--- src/shared/touch_ctrl_pkg.sv ---
package touch_ctrl_pkg;

	// control word layout
	localparam int             WORD_W        = 8;
	localparam int             START_BIT     = 7;
	localparam int             CHAN_HI       = 6;
	localparam int             CHAN_LO       = 4;
	localparam int             MODE_BIT      = 3;
	localparam int             SER_BIT       = 2;
	localparam int             PD_HI_BIT     = 1;
	localparam int             PD_LO_BIT     = 0;
	localparam logic [7:0]     WORD_RESET    = 8'h02;

	// power field codes
	localparam logic [1:0]     PD_ADC_ON     = 2'h1;
	localparam logic [1:0]     PD_ALWAYS_ON  = 2'h3;

	// serial clock edge counts, counted from the start flag
	localparam logic [4:0]     CNT_ZERO          = 5'h00;
	localparam logic [4:0]     CNT_ONE           = 5'h01;
	localparam logic [4:0]     CNT_MAX           = 5'h1F;
	localparam logic [4:0]     LAST_BIT_RISE     = 5'h07;
	localparam logic [4:0]     IRQ_RELEASE_FALL  = 5'h04;
	localparam logic [4:0]     CONV_END_FALL_12  = 5'h14;
	localparam logic [4:0]     CONV_END_FALL_8   = 5'h10;
	localparam logic [4:0]     START_SPACING_12  = 5'h0F;
	localparam logic [4:0]     START_SPACING_8   = 5'h0B;

	// pin synchroniser bit positions and idle levels
	localparam int             PIN_SCLK      = 0;
	localparam int             PIN_CS_N      = 1;
	localparam int             PIN_DIN       = 2;
	localparam int             PIN_TOUCH     = 3;
	localparam logic [3:0]     PIN_IDLE      = 4'h2;

	typedef enum logic [1:0] {
		ST_HUNT    = 2'b00,
		ST_SHIFT   = 2'b01,
		ST_CONVERT = 2'b10
	} seq_state_e;

endpackage

--- src/shared/link_events_if.sv ---
`timescale 1ns/1ps
interface link_events_if;
	logic sclk_rise;
	logic sclk_fall;
	logic cs_low;
	logic cs_rise;
	logic din;
	logic touched;

	modport src (
		output sclk_rise,
		output sclk_fall,
		output cs_low,
		output cs_rise,
		output din,
		output touched
	);

	modport dst (
		input  sclk_rise,
		input  sclk_fall,
		input  cs_low,
		input  cs_rise,
		input  din,
		input  touched
	);
endinterface

--- src/design/pin_sync.sv ---
`timescale 1ns/1ps
module pin_sync
	import touch_ctrl_pkg::*;
(
	// clock and reset
	input  wire logic       ref_clk,
	input  wire logic       reset,
	// pins
	input  wire logic       serial_shift_clock,
	input  wire logic       chip_select_n,
	input  wire logic       serial_data_in,
	input  wire logic       touch_sense,
	// events toward the core
	link_events_if.src      ev
);
	logic [3:0] meta;
	logic [3:0] stable;
	logic [3:0] stable_d;

	// two-stage synchroniser, then one history stage for edges
	always_ff @(posedge ref_clk) begin
		if (reset) begin
			meta     <= PIN_IDLE;
			stable   <= PIN_IDLE;
			stable_d <= PIN_IDLE;
		end else begin
			meta     <= {touch_sense, serial_data_in, chip_select_n, serial_shift_clock};
			stable   <= meta;
			stable_d <= stable;
		end
	end

	assign ev.sclk_rise = stable[PIN_SCLK] & ~stable_d[PIN_SCLK];
	assign ev.sclk_fall = ~stable[PIN_SCLK] & stable_d[PIN_SCLK];
	assign ev.cs_low    = ~stable[PIN_CS_N];
	assign ev.cs_rise   = stable[PIN_CS_N] & ~stable_d[PIN_CS_N];
	assign ev.din       = stable[PIN_DIN];
	assign ev.touched   = stable[PIN_TOUCH];
endmodule

--- src/design/power_ctrl.sv ---
`timescale 1ns/1ps
module power_ctrl
	import touch_ctrl_pkg::*;
(
	// clock and reset
	input  wire logic       ref_clk,
	input  wire logic       reset,
	// power field and conversion state
	input  wire logic [1:0] power_field,
	input  wire logic       adc_converting,
	// power controls
	output logic            ref_power_on,
	output logic            adc_power_on
);
	// reference follows the upper field bit alone
	always_ff @(posedge ref_clk) begin
		if (reset) begin
			ref_power_on <= WORD_RESET[PD_HI_BIT];
		end else begin
			ref_power_on <= power_field[1];
		end
	end

	// converter on permanently, or only while converting
	always_ff @(posedge ref_clk) begin
		if (reset) begin
			adc_power_on <= 1'b0;
		end else begin
			adc_power_on <= power_field[0] | adc_converting;
		end
	end
endmodule

--- src/design/touch_ctrl_word_pen_irq.sv ---
`timescale 1ns/1ps
// Overview of operation
// - touch interrupt is open drain, only pulls low or releases.
// - enabled and touched, the interrupt pin is pulled low.
// - interrupt may stay enabled while powered down between conversions.
// - interrupt function is enabled after power-up, before any word.
// - a recognised start flag disables the interrupt function at once.
// - asserted interrupt held low until fourth falling clock after start, then released.
// - release at the fourth falling edge does not re-enable the function.
// - new power field enables the interrupt only at conversion end or a chip select rise between start flag and conversion end.
// - interrupt pin idles high whenever not asserted.
// - overlapped words bring a start before conversion end, keeping interrupt off.
// - host starts each word with a 1; device ignores input until then.
// - eight-bit word, msb first, first high bit is the start flag bit 7.
// - new word may start every 15th cycle (12-bit) or 11th (8-bit).
// - bits 6 to 4 form the channel address.
// - bit 3 selects resolution: 0 twelve bits, 1 eight bits.
// - bit 2 selects reference: 1 single-ended, 0 differential.
// - bits 1 and 0 are the power field, reset to upper 1, lower 0.
// - reference power is controlled independently of converter power.
// - power field 11 keeps everything on and the interrupt disabled.
// - field 00 powers converter down at conversion end or chip select rise.
// - word loads bit by bit during the first eight serial clocks.
module touch_ctrl_word_pen_irq
	import touch_ctrl_pkg::*;
(
	// clock and reset
	input  wire logic                ref_clk,
	input  wire logic                reset,
	// serial link pins
	input  wire logic                serial_shift_clock,
	input  wire logic                chip_select_n,
	input  wire logic                serial_data_in,
	// touch sense from the screen comparator
	input  wire logic                touch_sense,
	// open-drain touch interrupt
	output logic                     touch_irq_n_out,
	output logic                     touch_irq_n_oe,
	// decoded control word
	output logic [touch_ctrl_pkg::WORD_W-1:0] conversion_control_word,
	output logic [2:0]               channel_select,
	output logic                     conv_8bit_sel,
	output logic                     ref_single_ended_sel,
	output logic                     power_cfg_hi,
	output logic                     power_cfg_lo,
	// power and conversion status
	output logic                     ref_power_on,
	output logic                     adc_power_on,
	output logic                     conversion_active,
	output logic                     conversion_done,
	output logic                     start_seen,
	output logic                     touch_irq_enabled
);
	import touch_ctrl_pkg::*;

	link_events_if ev ();

	seq_state_e              state;
	logic [WORD_W-1:0]       word;
	logic [4:0]              rise_cnt;
	logic [4:0]              fall_cnt;
	logic                    irq_enable;
	logic                    irq_hold;
	logic                    adc_converting;
	logic                    pulling;
	logic                    hunt_open;
	logic                    start_hit;
	logic                    rise_in_frame;
	logic                    fall_in_frame;
	logic                    release_now;
	logic                    conv_end_now;
	logic                    frame_abort;
	logic                    irq_after_conv;
	logic [4:0]              next_rise_cnt;
	logic [4:0]              next_fall_cnt;

	// rising count, this edge included, at which a new start may first be taken
	function automatic logic [4:0] start_gap(input logic eight_bit);
		start_gap = eight_bit ? (START_SPACING_8 - CNT_ONE) : (START_SPACING_12 - CNT_ONE);
	endfunction

	// falling edge count at which the conversion ends
	function automatic logic [4:0] conv_end(input logic eight_bit);
		conv_end = eight_bit ? CONV_END_FALL_8 : CONV_END_FALL_12;
	endfunction

	// saturating edge counter step
	function automatic logic [4:0] count_up(input logic [4:0] cnt);
		count_up = (cnt == CNT_MAX) ? CNT_MAX : cnt + CNT_ONE;
	endfunction

	// bit position written by a given rising count
	function automatic logic [2:0] bit_pos(input logic [4:0] cnt);
		bit_pos = 3'(LAST_BIT_RISE - cnt);
	endfunction

	pin_sync u_pin_sync (
		.ref_clk            (ref_clk),
		.reset              (reset),
		.serial_shift_clock (serial_shift_clock),
		.chip_select_n      (chip_select_n),
		.serial_data_in     (serial_data_in),
		.touch_sense        (touch_sense),
		.ev                 (ev.src)
	);

	power_ctrl u_power_ctrl (
		.ref_clk            (ref_clk),
		.reset              (reset),
		.power_field        (word[PD_HI_BIT:PD_LO_BIT]),
		.adc_converting     (adc_converting),
		.ref_power_on       (ref_power_on),
		.adc_power_on       (adc_power_on)
	);

	// edge qualification
	assign rise_in_frame = ev.sclk_rise & ev.cs_low;
	assign fall_in_frame = ev.sclk_fall & ev.cs_low & (state != ST_HUNT);
	assign next_rise_cnt = count_up(rise_cnt);
	assign next_fall_cnt = count_up(fall_cnt);

	// start hunting: idle, or late enough in a conversion for overlap
	always_comb begin
		hunt_open = 1'b0;
		case (state)
			ST_HUNT:    hunt_open = 1'b1;
			ST_CONVERT: hunt_open = (next_rise_cnt >= start_gap(word[MODE_BIT]));
			default:    hunt_open = 1'b0;
		endcase
	end

	// first high bit while hunting is the start flag
	assign start_hit = rise_in_frame & ev.din & hunt_open;

	assign release_now  = fall_in_frame & (next_fall_cnt == IRQ_RELEASE_FALL);
	assign conv_end_now = (state == ST_CONVERT) & fall_in_frame & ~start_hit
		& (next_fall_cnt == conv_end(word[MODE_BIT]));
	assign frame_abort  = ev.cs_rise & (state != ST_HUNT);
	assign irq_after_conv = (word[PD_HI_BIT:PD_LO_BIT] != PD_ALWAYS_ON);

	// word sequencer
	always_ff @(posedge ref_clk) begin
		if (reset) begin
			state <= ST_HUNT;
		end else if (ev.cs_rise) begin
			state <= ST_HUNT;
		end else if (start_hit) begin
			state <= ST_SHIFT;
		end else begin
			case (state)
				ST_HUNT: begin
					state <= ST_HUNT;
				end
				ST_SHIFT: begin
					if (rise_in_frame && next_rise_cnt == LAST_BIT_RISE) begin
						state <= ST_CONVERT;
					end
				end
				ST_CONVERT: begin
					if (conv_end_now) begin
						state <= ST_HUNT;
					end
				end
				default: begin
					state <= ST_HUNT;
				end
			endcase
		end
	end

	// rising edges since the start flag
	always_ff @(posedge ref_clk) begin
		if (reset) begin
			rise_cnt <= CNT_ZERO;
		end else if (ev.cs_rise) begin
			rise_cnt <= CNT_ZERO;
		end else if (start_hit) begin
			rise_cnt <= CNT_ZERO;
		end else if (rise_in_frame && state != ST_HUNT) begin
			rise_cnt <= next_rise_cnt;
		end
	end

	// falling edges since the start flag
	always_ff @(posedge ref_clk) begin
		if (reset) begin
			fall_cnt <= CNT_ZERO;
		end else if (ev.cs_rise) begin
			fall_cnt <= CNT_ZERO;
		end else if (start_hit) begin
			fall_cnt <= CNT_ZERO;
		end else if (fall_in_frame) begin
			fall_cnt <= next_fall_cnt;
		end
	end

	// control word, updated as each bit arrives
	always_ff @(posedge ref_clk) begin
		if (reset) begin
			word <= WORD_RESET;
		end else if (start_hit) begin
			word[START_BIT] <= 1'b1;
		end else if (state == ST_SHIFT && rise_in_frame) begin
			word[bit_pos(next_rise_cnt)] <= ev.din;
		end
	end

	// converter runs from the fourth falling edge to conversion end, the next start flag or a chip select rise
	always_ff @(posedge ref_clk) begin
		if (reset) begin
			adc_converting <= 1'b0;
		end else if (ev.cs_rise || conv_end_now || start_hit) begin
			adc_converting <= 1'b0;
		end else if (release_now) begin
			adc_converting <= 1'b1;
		end
	end

	// interrupt function enable
	always_ff @(posedge ref_clk) begin
		if (reset) begin
			irq_enable <= 1'b1;
		end else if (start_hit) begin
			irq_enable <= 1'b0;
		end else if (conv_end_now || frame_abort) begin
			irq_enable <= irq_after_conv;
		end
	end

	// an asserted interrupt is held past the start flag
	always_ff @(posedge ref_clk) begin
		if (reset) begin
			irq_hold <= 1'b0;
		end else if (start_hit) begin
			irq_hold <= pulling;
		end else if (release_now || ev.cs_rise) begin
			irq_hold <= 1'b0;
		end
	end

	assign pulling = (irq_enable & ev.touched) | irq_hold;

	// open-drain pin: output level fixed low, enable pulls
	always_ff @(posedge ref_clk) begin
		if (reset) begin
			touch_irq_n_out <= 1'b0;
			touch_irq_n_oe  <= 1'b0;
		end else begin
			touch_irq_n_out <= 1'b0;
			touch_irq_n_oe  <= pulling;
		end
	end

	// decoded fields
	always_ff @(posedge ref_clk) begin
		if (reset) begin
			conversion_control_word <= WORD_RESET;
			channel_select          <= WORD_RESET[CHAN_HI:CHAN_LO];
			conv_8bit_sel           <= WORD_RESET[MODE_BIT];
			ref_single_ended_sel    <= WORD_RESET[SER_BIT];
			power_cfg_hi            <= WORD_RESET[PD_HI_BIT];
			power_cfg_lo            <= WORD_RESET[PD_LO_BIT];
		end else begin
			conversion_control_word <= word;
			channel_select          <= word[CHAN_HI:CHAN_LO];
			conv_8bit_sel           <= word[MODE_BIT];
			ref_single_ended_sel    <= word[SER_BIT];
			power_cfg_hi            <= word[PD_HI_BIT];
			power_cfg_lo            <= word[PD_LO_BIT];
		end
	end

	// status outputs
	always_ff @(posedge ref_clk) begin
		if (reset) begin
			conversion_active <= 1'b0;
			conversion_done   <= 1'b0;
			start_seen        <= 1'b0;
			touch_irq_enabled <= 1'b1;
		end else begin
			conversion_active <= adc_converting;
			conversion_done   <= conv_end_now;
			start_seen        <= start_hit;
			touch_irq_enabled <= irq_enable;
		end
	end
endmodule

--- config.mk ---
export PLATFORM = sky130hd
export DESIGN_NAME = touch_ctrl_word_pen_irq
export DESIGN_NICKNAME = d
export VERILOG_FILES = /design/src/shared/touch_ctrl_pkg.sv /design/src/shared/link_events_if.sv /design/src/design/pin_sync.sv /design/src/design/power_ctrl.sv /design/src/design/touch_ctrl_word_pen_irq.sv
export SDC_FILE = /design/constraint.sdc
export NUM_CORES = 1
export LEC_CHECK = 0
export BUFFER_PORTS_ARGS = -buffer_cell sky130_fd_sc_hd__buf_4
export CORE_MARGIN = 2
export CORE_UTILIZATION = 60
export DETAILED_ROUTE_END_ITERATION = 8
export PLACE_DENSITY = 0.83
export RECOVER_POWER = 25
export SLEW_MARGIN = 20
export SYNTH_ARGS = -nofsm -noshare
export SYNTH_HDL_FRONTEND = slang
export SYNTH_HIERARCHICAL = 1
export SYNTH_SLANG_ARGS = --single-unit
export TNS_END_PERCENT = 10
--- constraint.sdc ---
create_clock -name ref_clk -period 6.5 [get_ports ref_clk]
set_input_delay 0 -clock ref_clk [delete_from_list [all_inputs] [get_ports ref_clk]]
set_output_delay 0 -clock ref_clk [all_outputs]
set_load 0.01 [all_outputs]
# After elaboration in Yosys (flattened, before gate mapping)
# Index checks and enable logic that the tools add are counted.
dict set report totals {
  output_inout_bits 23
  word_cells 100
  regBits 54
}
dict set report op_classes {
  n_mux 18
  magnitude_cmp 3
  bitwise 21
  n_reduce_logical 19
  n_addsub 3
  n_eq_ne 12
}
# operator count
set ops {}
lappend ops {{bitwise AND 1 bit} 14}
lappend ops {{adder 5 x 1 -> 5 bit (second input constant)} 2}
lappend ops {{== test 5 x 3 -> 1 bit (second input constant)} 2}
lappend ops {{== test 5 bit (second input constant)} 2}
lappend ops {{two-way mux 5 bit} 2}
lappend ops {{bitwise mux 8 bit} 1}
lappend ops {{two-way mux 8 bit} 1}
lappend ops {{nonzero test 2 bit} 4}
lappend ops {{two-way mux 1 bit} 7}
lappend ops {{two-way mux 3 bit} 2}
lappend ops {{!= test 2 bit (second input constant)} 3}
lappend ops {{!= test 3 bit (second input constant)} 2}
lappend ops {{AND reduction 2 bit} 3}
lappend ops {{== test 5 bit} 1}
lappend ops {{>= comparator 5 x 4 -> 1 bit} 1}
lappend ops {{inverter 1 bit} 5}
lappend ops {{logical AND 1 bit} 4}
lappend ops {{logical OR 1 bit} 4}
lappend ops {{< comparator 3 x 4 -> 1 bit (second input constant)} 1}
lappend ops {{two-way mux 2 bit} 2}
lappend ops {{one-hot mux 2 bit (2 select lines)} 1}
lappend ops {{OR reduction 2 bit} 2}
lappend ops {{demux 1 bit (select 3 bit)} 1}
lappend ops {{>= comparator 3 x 1 -> 1 bit (second input constant)} 1}
lappend ops {{7 further kinds} 8}

# Longest topological paths before layout
# Gate-level depths: netlist (run 1).
dict set report depth {
  ltp_word 11
  mapped_depth 10
  ltp_nobuf 9
}

# Cells and area by module
# The synthesis (run 1) kept the hierarchy.
# module area_per_inst_um2 instances cells_each
set by_module_without_submodules {}
lappend by_module_without_submodules {touch_ctrl_word_pen_irq 1726.7 1 181}
lappend by_module_without_submodules {pin_sync 285.3 1 24}
lappend by_module_without_submodules {power_ctrl 56.3 1 4}

# Worst setup path after synthesis (run 1)
# No wires, ideal clock.
dict set report synth_timing {
  path_kind {reg-to-reg}
  from {reg rise_cnt[1]}
  to {reg fall_cnt[0]}
  path_stages_with_launch 11
  n_path_buf 1
  synth_period_minus_slack_ns 2.047
  t_arrival_ns 1.968
  path_slack_ns 4.453
  required_ns 6.421
  cell_sequence {dfxtp_1 > ha_1 > and2_1 > a21oi_2 > ha_1 > a21oi_1 > nor2_1 > a2bb2oi_2 > nand2_2 > buf_6 > a211oi_2}
}
dict set report synth_between {
  elab_chain_len 6
  word_cells_on_any_way 7
}
# element line_no
set synth_rtl {}
lappend synth_rtl {{from (decl)} touch_ctrl_word_pen_irq.sv:60} ;# logic [4:0] rise_cnt;
lappend synth_rtl {{from (signal assigned)} touch_ctrl_word_pen_irq.sv:180} ;# rise_cnt <= next_rise_cnt;
lappend synth_rtl {{adder 5 x 1 -> 5 bit / == test 5 bit (equally long branches)} touch_ctrl_word_pen_irq.sv:89} ;# count_up = (cnt == CNT_MAX) ? CNT_MAX : cnt + CNT_ONE;
lappend synth_rtl {{two-way mux 5 bit (*)} touch_ctrl_word_pen_irq.sv:89}
lappend synth_rtl {{via next_rise_cnt[2]} touch_ctrl_word_pen_irq.sv:74} ;# logic [4:0] next_rise_cnt;
lappend synth_rtl {{>= comparator 5 x 4 -> 1 bit (*)} touch_ctrl_word_pen_irq.sv:127} ;# ST_CONVERT: hunt_open = (next_rise_cnt >= start_gap(word[MODE_BIT]));
lappend synth_rtl {{one-hot mux 1 bit (2 select lines) (*)} touch_ctrl_word_pen_irq.sv:125} ;# case (state)
lappend synth_rtl {{bitwise AND 1 bit (*)} touch_ctrl_word_pen_irq.sv:133} ;# assign start_hit = rise_in_frame & ev.din & hunt_open;
lappend synth_rtl {{OR reduction 3 bit (no line) (*)} --}
lappend synth_rtl {{to (signal assigned)} touch_ctrl_word_pen_irq.sv:193} ;# fall_cnt <= next_fall_cnt;
lappend synth_rtl {{to (decl)} touch_ctrl_word_pen_irq.sv:61} ;# logic [4:0] fall_cnt;
# Mark *: on every way through the listed nets, which the timed path passes. The rest lies on a longest branch.
# A chain may end at the register's enable or synchronous reset.

# Worst setup path after layout (run 1)
dict set report layout_timing {
  from {reg rise_cnt[0]}
  to {reg fall_cnt[2]}
}
# Same word-level chain as after synthesis.

==> results_dict.tcl, run 1 <==
set metrics [dict create \
    cts_max_level 2 \
    antenna_found_initial 0 \
    ys_warn_count 6 \
    drtIter0Drc 126 \
    core_um2 3311 \
    fin_nets 240 \
    clock_path_buffers 2 \
    cts_root_buffer "clkbuf_4" \
    critPathLaunch "rise_cnt[0]$_SDFFE_PP0P_" \
    grt_pass1_vias 1491 \
    rows 21 \
    cp-end-kind "flip-flop" \
    setup.worst_path.end "fall_cnt[2]$_SDFFE_PP0P_" \
    arrival_ns 2.91 \
    clk_latency_ns 0.37 \
    dp_slack_ns 3.948 \
    synthCells 209 \
    finalSetupTns_ns 0 \
    r2r_start "rise_cnt[0]$_SDFFE_PP0P_" \
    async_flop_share_pct 0 \
    slew_headroom_pct 7.972 \
    critPathMaxFanout 12 \
    ys_seq_area_share_pct 46.46 \
    worst_pin_slew_ns 1.380 \
    reg2regPathDepth 9 \
    synthToLayoutAreaGrowth_pct 12.83 \
    setup_viol_count_final 0 \
    hpwl_um 2675 \
    p_per_area_nw_per_um2 211.7 \
    drcViolationCount 0 \
    setup_ws_ns 3.866 \
    cts_resized 0 \
    post-route-min-period_ns 2.634 \
    postCtsSetupBuffers 0 \
    ir_drop_v 0.0001518 \
    cp-start-kind "flip-flop" \
    p_seq_share_pct 60.5 \
    antenna_cells 0 \
    max_freq_mhz 379.7 \
    numPortBuffers 27 \
    p_int_uw 385.8 \
    synth_area_leaders "dfxtp_1, nor2b_1, mux2i_1" \
    finClkSkew_ns 0.005440 \
    gp_congestion 0.8496 \
    yosysTopAreaCell "dfxtp_1" \
    syn_nets 218 \
    grt_max_degree 36 \
    postSynthAreaPerCell_um2 9.896 \
    initial_core_util_pct 62.47 \
    combPwrFrac_pct 2.8 \
    grt_overflow 0 \
    cts.clk_slew.worst_paths_ns 0.14 \
    vias 1524 \
    slew_viol_final 0 \
    io_pins 29 \
    cts_tree "built" \
    synth_seq_cells 48 \
    cts_buffers 5 \
    chipWidth_um 62.71 \
    reg2reg_slack_ns 3.87 \
    synthFlopType "dfxtp_1" \
    nFillCells 262 \
    worstSetupPathType "reg -> reg" \
    avgRoutedWirePerCell_um 13.66 \
    grt_pass1_wl_um 6575 \
    outcome "finished, final reports clean" \
    r2r_end "fall_cnt[2]$_SDFFE_PP0P_" \
    grt.total_usage_pct 21.07 \
    synth.distinct_cells 55 \
    cp.required_ns 6.78 \
    final_layout_size_suffix_gt1_share_pct 23.28 \
    vias_per_cell 5.482 \
    drt_first_pass_iters 4 \
    clkPwrFrac_pct 36.7 \
    max_cap_viol_count 0 \
    clock-sinks 48 \
    p_switching_uw 108.2 \
    min_path_type "in -> reg" \
    die_h_um 62.71 \
    netlist_area_um2 2068 \
    rsz0062_at_grt "no" \
    synth_top_area_share_pct 46.46 \
    die-area_um2 3933 \
    routed_wl_um 3798 \
    synth-edff-count 0 \
    ant_nets 0 \
    finalCritPeriodShare_pct 40.52 \
    leakage_uw 0.0008760 \
    swShare_pct 21.90 \
    timing.final.hold_violations 0 \
]
==> power groups by stage <==
stage | registers (uW) | clock network [uW] | logic (uW)
after detailed placement | 305 | 0 | 11.8
after global routing | 299 | 195 | 15.2
after floorplan | 304 | 0 | 8.55
after global placement | 305 | 0 | 11.5
final | 299 | 181 | 14.1
after CTS | 299 | 182 | 14.1
==> through the flow <==
stage	power (uW)	std cells	utilization (%)	hold slack (ns)	instance area, um2
after floorplan	312.8	209	-	0.07161	2068
after global placement	316.4	265	66.55	0.1804	2203
after detailed placement	316.8	265	66.55	0.1945	2203
after CTS	495.2	278	70.60	0.3486	2337
after global routing	509.8	278	70.48	0.3473	2333
final	494.0	278	70.48	0.3670	2333
==> how the worst min path moves through the flow <==
| stage | start | endpoint | slack (ns) | cells past startpoint |
|---|---|---|---|---|
| final | chip_select_n | u_pin_sync/meta[1]$_SDFF_PP1_ | 0.37 | 3 |
| after global routing | chip_select_n | u_pin_sync/meta[1]$_SDFF_PP1_ | 0.35 | 3 |
| after CTS | chip_select_n | u_pin_sync/meta[1]$_SDFF_PP1_ | 0.35 | 3 |
| after detailed placement | chip_select_n | u_pin_sync/meta[1]$_SDFF_PP1_ | 0.19 | 2 |
| after global placement | chip_select_n | u_pin_sync/meta[1]$_SDFF_PP1_ | 0.18 | 2 |
| after floorplan | reset | u_pin_sync/meta[0]$_SDFF_PP0_ | 0.07 | 1 |
==> cell usage in the layout, fill, tap and decap left out, drive strengths merged, types with 3 or more instances in the layout <==
| cell type | n |
|---|---|
| nor4 | 3 |
| mux2i | 11 |
| nand2 | 10 |
| nor2 | 29 |
| nor2b | 19 |
| or2 | 5 |
| a211oi | 5 |
| ha | 3 |
| nor3 | 6 |
| a21boi | 3 |
| dlygate4sd3 | 5 |
| buf | 26 |
| dfxtp | 48 |
| a21oi | 7 |
| inv | 6 |
| clkbuf | 6 |
==> per-layer routing <==
layer	global-route usage, %	vias up	part of all wire, %
li1	-	758	-
met1	23.79	721	43
met2	38.58	38	52
met3	6.126	7	3.6
met4	5.556	0	1.3
met5	0	-	0
==> cells by family (layout without fill, tap and decap cells) <==
group                      count (synthesis)  in the layout  synth area share [%]
DFF                                       48             48                 46.46
buffers and inverters                     22             45                 6.957
AOI/OAI and AO/OA                         32             32                 14.22
xor gates and xnor gates                   2              2                0.8471
and+or+nand+nor                           90             90                 24.20
other                                      1              1                0.1813
adders and majority gates                  3              3                 1.815
muxes                                     11             11                 5.324
==> repair_timing <==
action                     CTS  global route
hold endpoints to repair     7             0
setup endpoints to repair    0             0
hold buffers                 5             0
==> area by class of cell <==
cell class | count | area [um2] | share of cell area (%)
clock buffer | 5 | 37.54 | 1.609
sequential | 48 | 960.9 | 41.18
multi-input combinational | 139 | 963.4 | 41.29
inverter | 5 | 18.77 | 0.8043
tap | 46 | 57.56 | 2.466
clock inverter | 3 | 46.29 | 1.984
timing repair buffer | 32 | 249.0 | 10.67
==> synthesized netlist by cell type, drive strengths merged (3+ instances only) <==
cell,count
dfxtp,48
nor2,29
nor2b,19
buf,13
mux2i,11
nand2,10
a21oi,7
nor3,6
a211oi,5
inv,5
or2,5
clkbuf,4
a21boi,3
ha,3
nor4,3
==> critical path: stages (launching register included) <==
cell and delay (ns):
dfxtp_1 0.43, ha_1 0.32, and2_1 0.20, a21oi_2 0.28, ha_1 0.30, a21oi_1 0.14, nor2_1 0.07, a2bb2oi_2 0.27
nand2_2 0.26, a311oi_1 0.28
(Power assumes the default switching activity.)
==> run 2: changes to the inputs <==
CORE_UTILIZATION = 50   (was 60)
PLACE_DENSITY = 0.74   (was 0.83)
clock period = 2.2 ns   (was 6.5 ns; I/O delays follow)
==> results_dict.tcl, run 2 (same netlist as run 1, synthesis figures left out) <==
set metrics [dict create \
    final_cell_mix "dfxtp_1, nor2_1, buf_4, nor2b_1, mux2i_1" \
    slew_viol_final 0 \
    die_h_um 68.32 \
    grt_pass1_wl_um 5934 \
    final_core_util_pct 60.02 \
    gp_congestion 0.8238 \
    r2r_start "rise_cnt[1]$_SDFFE_PP0P_" \
    ir_drop_v 0.0005507 \
    drcViolationCount 0 \
    rows 23 \
    routed_wl_um 3623 \
    synthToLayoutAreaGrowth_pct 16.09 \
    cts_max_level 2 \
    grt_pass1_vias 1252 \
    outcome "finished, final reports clean" \
    reg2reg_slack_ns 0.19 \
    worstPathCellList "ha_2 > and2_1 > a21oi_2 > ha_1 > a21oi_1 > nor2_1 > a2bb2oi_2 > buf_4 > nor2_1 > a311oi_2" \
    cts_root_buffer "clkbuf_8" \
    cp_slowest_cell "dfxtp_1" \
    r2r_end "irq_enable$_SDFFE_PP1P_" \
    arrival_ns 2.22 \
    max_cap_viol_count 0 \
    p_per_area_nw_per_um2 651.0 \
    clock_path_buffers 2 \
    critPathMaxFanout 6 \
    rsz0062_at_grt "no" \
    core_um2 4000 \
    nFillCells 338 \
    chipWidth_um 68.32 \
    post_dp_cell_area_um2 2238 \
    vias 1442 \
    cpMostUsedCell "nor2_1" \
    finClkSkew_ns 0.005207 \
    drt_first_pass_iters 4 \
    min_path_type "in -> reg" \
    post-route-min-period_ns 2.007 \
    io_pins 29 \
    finalCritPeriodShare_pct 91.21 \
    initial_core_util_pct 51.70 \
    cp-end-kind "flip-flop" \
    final_common_cell "dfxtp_1" \
    cts.clk_slew.worst_paths_ns 0.09 \
    slew_headroom_pct 64.34 \
    antenna_cells 0 \
    numPortBuffers 27 \
    timing.final.hold_violations 0 \
    finish.instance_area_um2 2401 \
    die-area_um2 4667 \
    final_layout_size_suffix_gt1_share_pct 25.53 \
    leakage_uw 0.0009047 \
    hpwl_um 2436 \
    vias_per_cell 5.060 \
    cts_tree "built" \
    finalSetupTns_ns 0 \
    grt_max_degree 36 \
    worstSetupPathType "reg -> reg" \
    cpPeakStageDelay_ns 0.39 \
    grt.total_usage_pct 17.28 \
    worst_pin_slew_ns 0.5329 \
    clock-sinks 48 \
    clk_latency_ns 0.29 \
    setup_viol_count_final 0 \
    drtIter0Drc 127 \
    cp-start-kind "flip-flop" \
    cp.required_ns 2.41 \
    reg2regPathDepth 10 \
    cts_buffers 5 \
    ant_nets 0 \
    fin_nets 243 \
    antenna_found_initial 0 \
    min_path_cells 2 \
    critPathLaunch "rise_cnt[1]$_SDFFE_PP0P_" \
    avgRoutedWirePerCell_um 12.71 \
    grt_overflow 0 \
    worst_hold_startpoint "reset" \
    max_freq_mhz 498.4 \
]
==> run 2: power breakdown <==
group          leakage [uW]  internal, uW  switching (uW)
registers          0.000389           876            4.45
logic              0.000461          18.6            21.9
clock network     0.0000548           342             299
==> run 2: metal layers <==
| layer | track usage, % | up-vias | wire [um] |
|---|---|---|---|
| met5 | 0 | - | 0 |
| met4 | 6.000 | 0 | 34 |
| met3 | 4.934 | 2 | 109 |
| met2 | 26.70 | 23 | 1743 |
| met1 | 23.01 | 660 | 1735 |
| li1 | - | 757 | - |
==> run 2: area by class of cell <==
class | count | area [um2] | area share (%)
Tap cell | 50 | 62.56 | 2.606
Clock inverter | 3 | 46.29 | 1.928
Timing Repair Buffer | 35 | 272.8 | 11.36
Sequential cell | 48 | 960.9 | 40.02
Inverter | 5 | 18.77 | 0.7817
Multi-Input combinational cell | 139 | 970.9 | 40.44
Clock buffer | 5 | 68.82 | 2.866
==> run 2: what timing repair did <==
item / CTS / global route
resized for setup: 0 / 2
endpoints found under the hold margin: 4 / 0
setup buffers: 0 / 0
hold buffers: 4 / 0
setup endpoints to repair: 0 / 2
==> run 2: stage by stage <==
| step | hold WS [ns] | worst slack, ns | instances | total power [uW] |
|---|---|---|---|---|
| 6_report | 0.08839 | 0.1935 | 285 | 1563 |
| 3_5_place_dp | 0.1877 | 0.1808 | 273 | 935.6 |
| 2_1_floorplan | 0.07161 | 0.1527 | 209 | 924.1 |
| 3_3_place_gp | 0.1800 | 0.2275 | 273 | 935.0 |
| 4_1_cts | 0.07913 | 0.1621 | 285 | 1579 |
| 5_1_grt | 0.09562 | 0.02057 | 285 | 1612 |
==> run 2: how the worst max path moves through the flow <==
stage                                to  slack, ns  depth (start not counted)
6_report        irq_enable$_SDFFE_PP1P_       0.19                         10
2_1_floorplan  fall_cnt[0]$_SDFFE_PP0P_       0.15                         10
5_1_grt         irq_enable$_SDFFE_PP1P_       0.02                         10
4_1_cts        fall_cnt[2]$_SDFFE_PP0P_       0.16                          9
3_3_place_gp   fall_cnt[2]$_SDFFE_PP0P_       0.23                          9
3_5_place_dp   fall_cnt[2]$_SDFFE_PP0P_       0.18                          9
==> run 2: critical path: cells and delay by family, from the launching register on <==
kind / cells / cell delay [ns]
DFF: 1 / 0.39
AOI/OAI and AO/OA: 4 / 0.57
and+or+nand+nor: 3 / 0.26
adders and majority gates: 2 / 0.52
buffers and inverters: 1 / 0.17
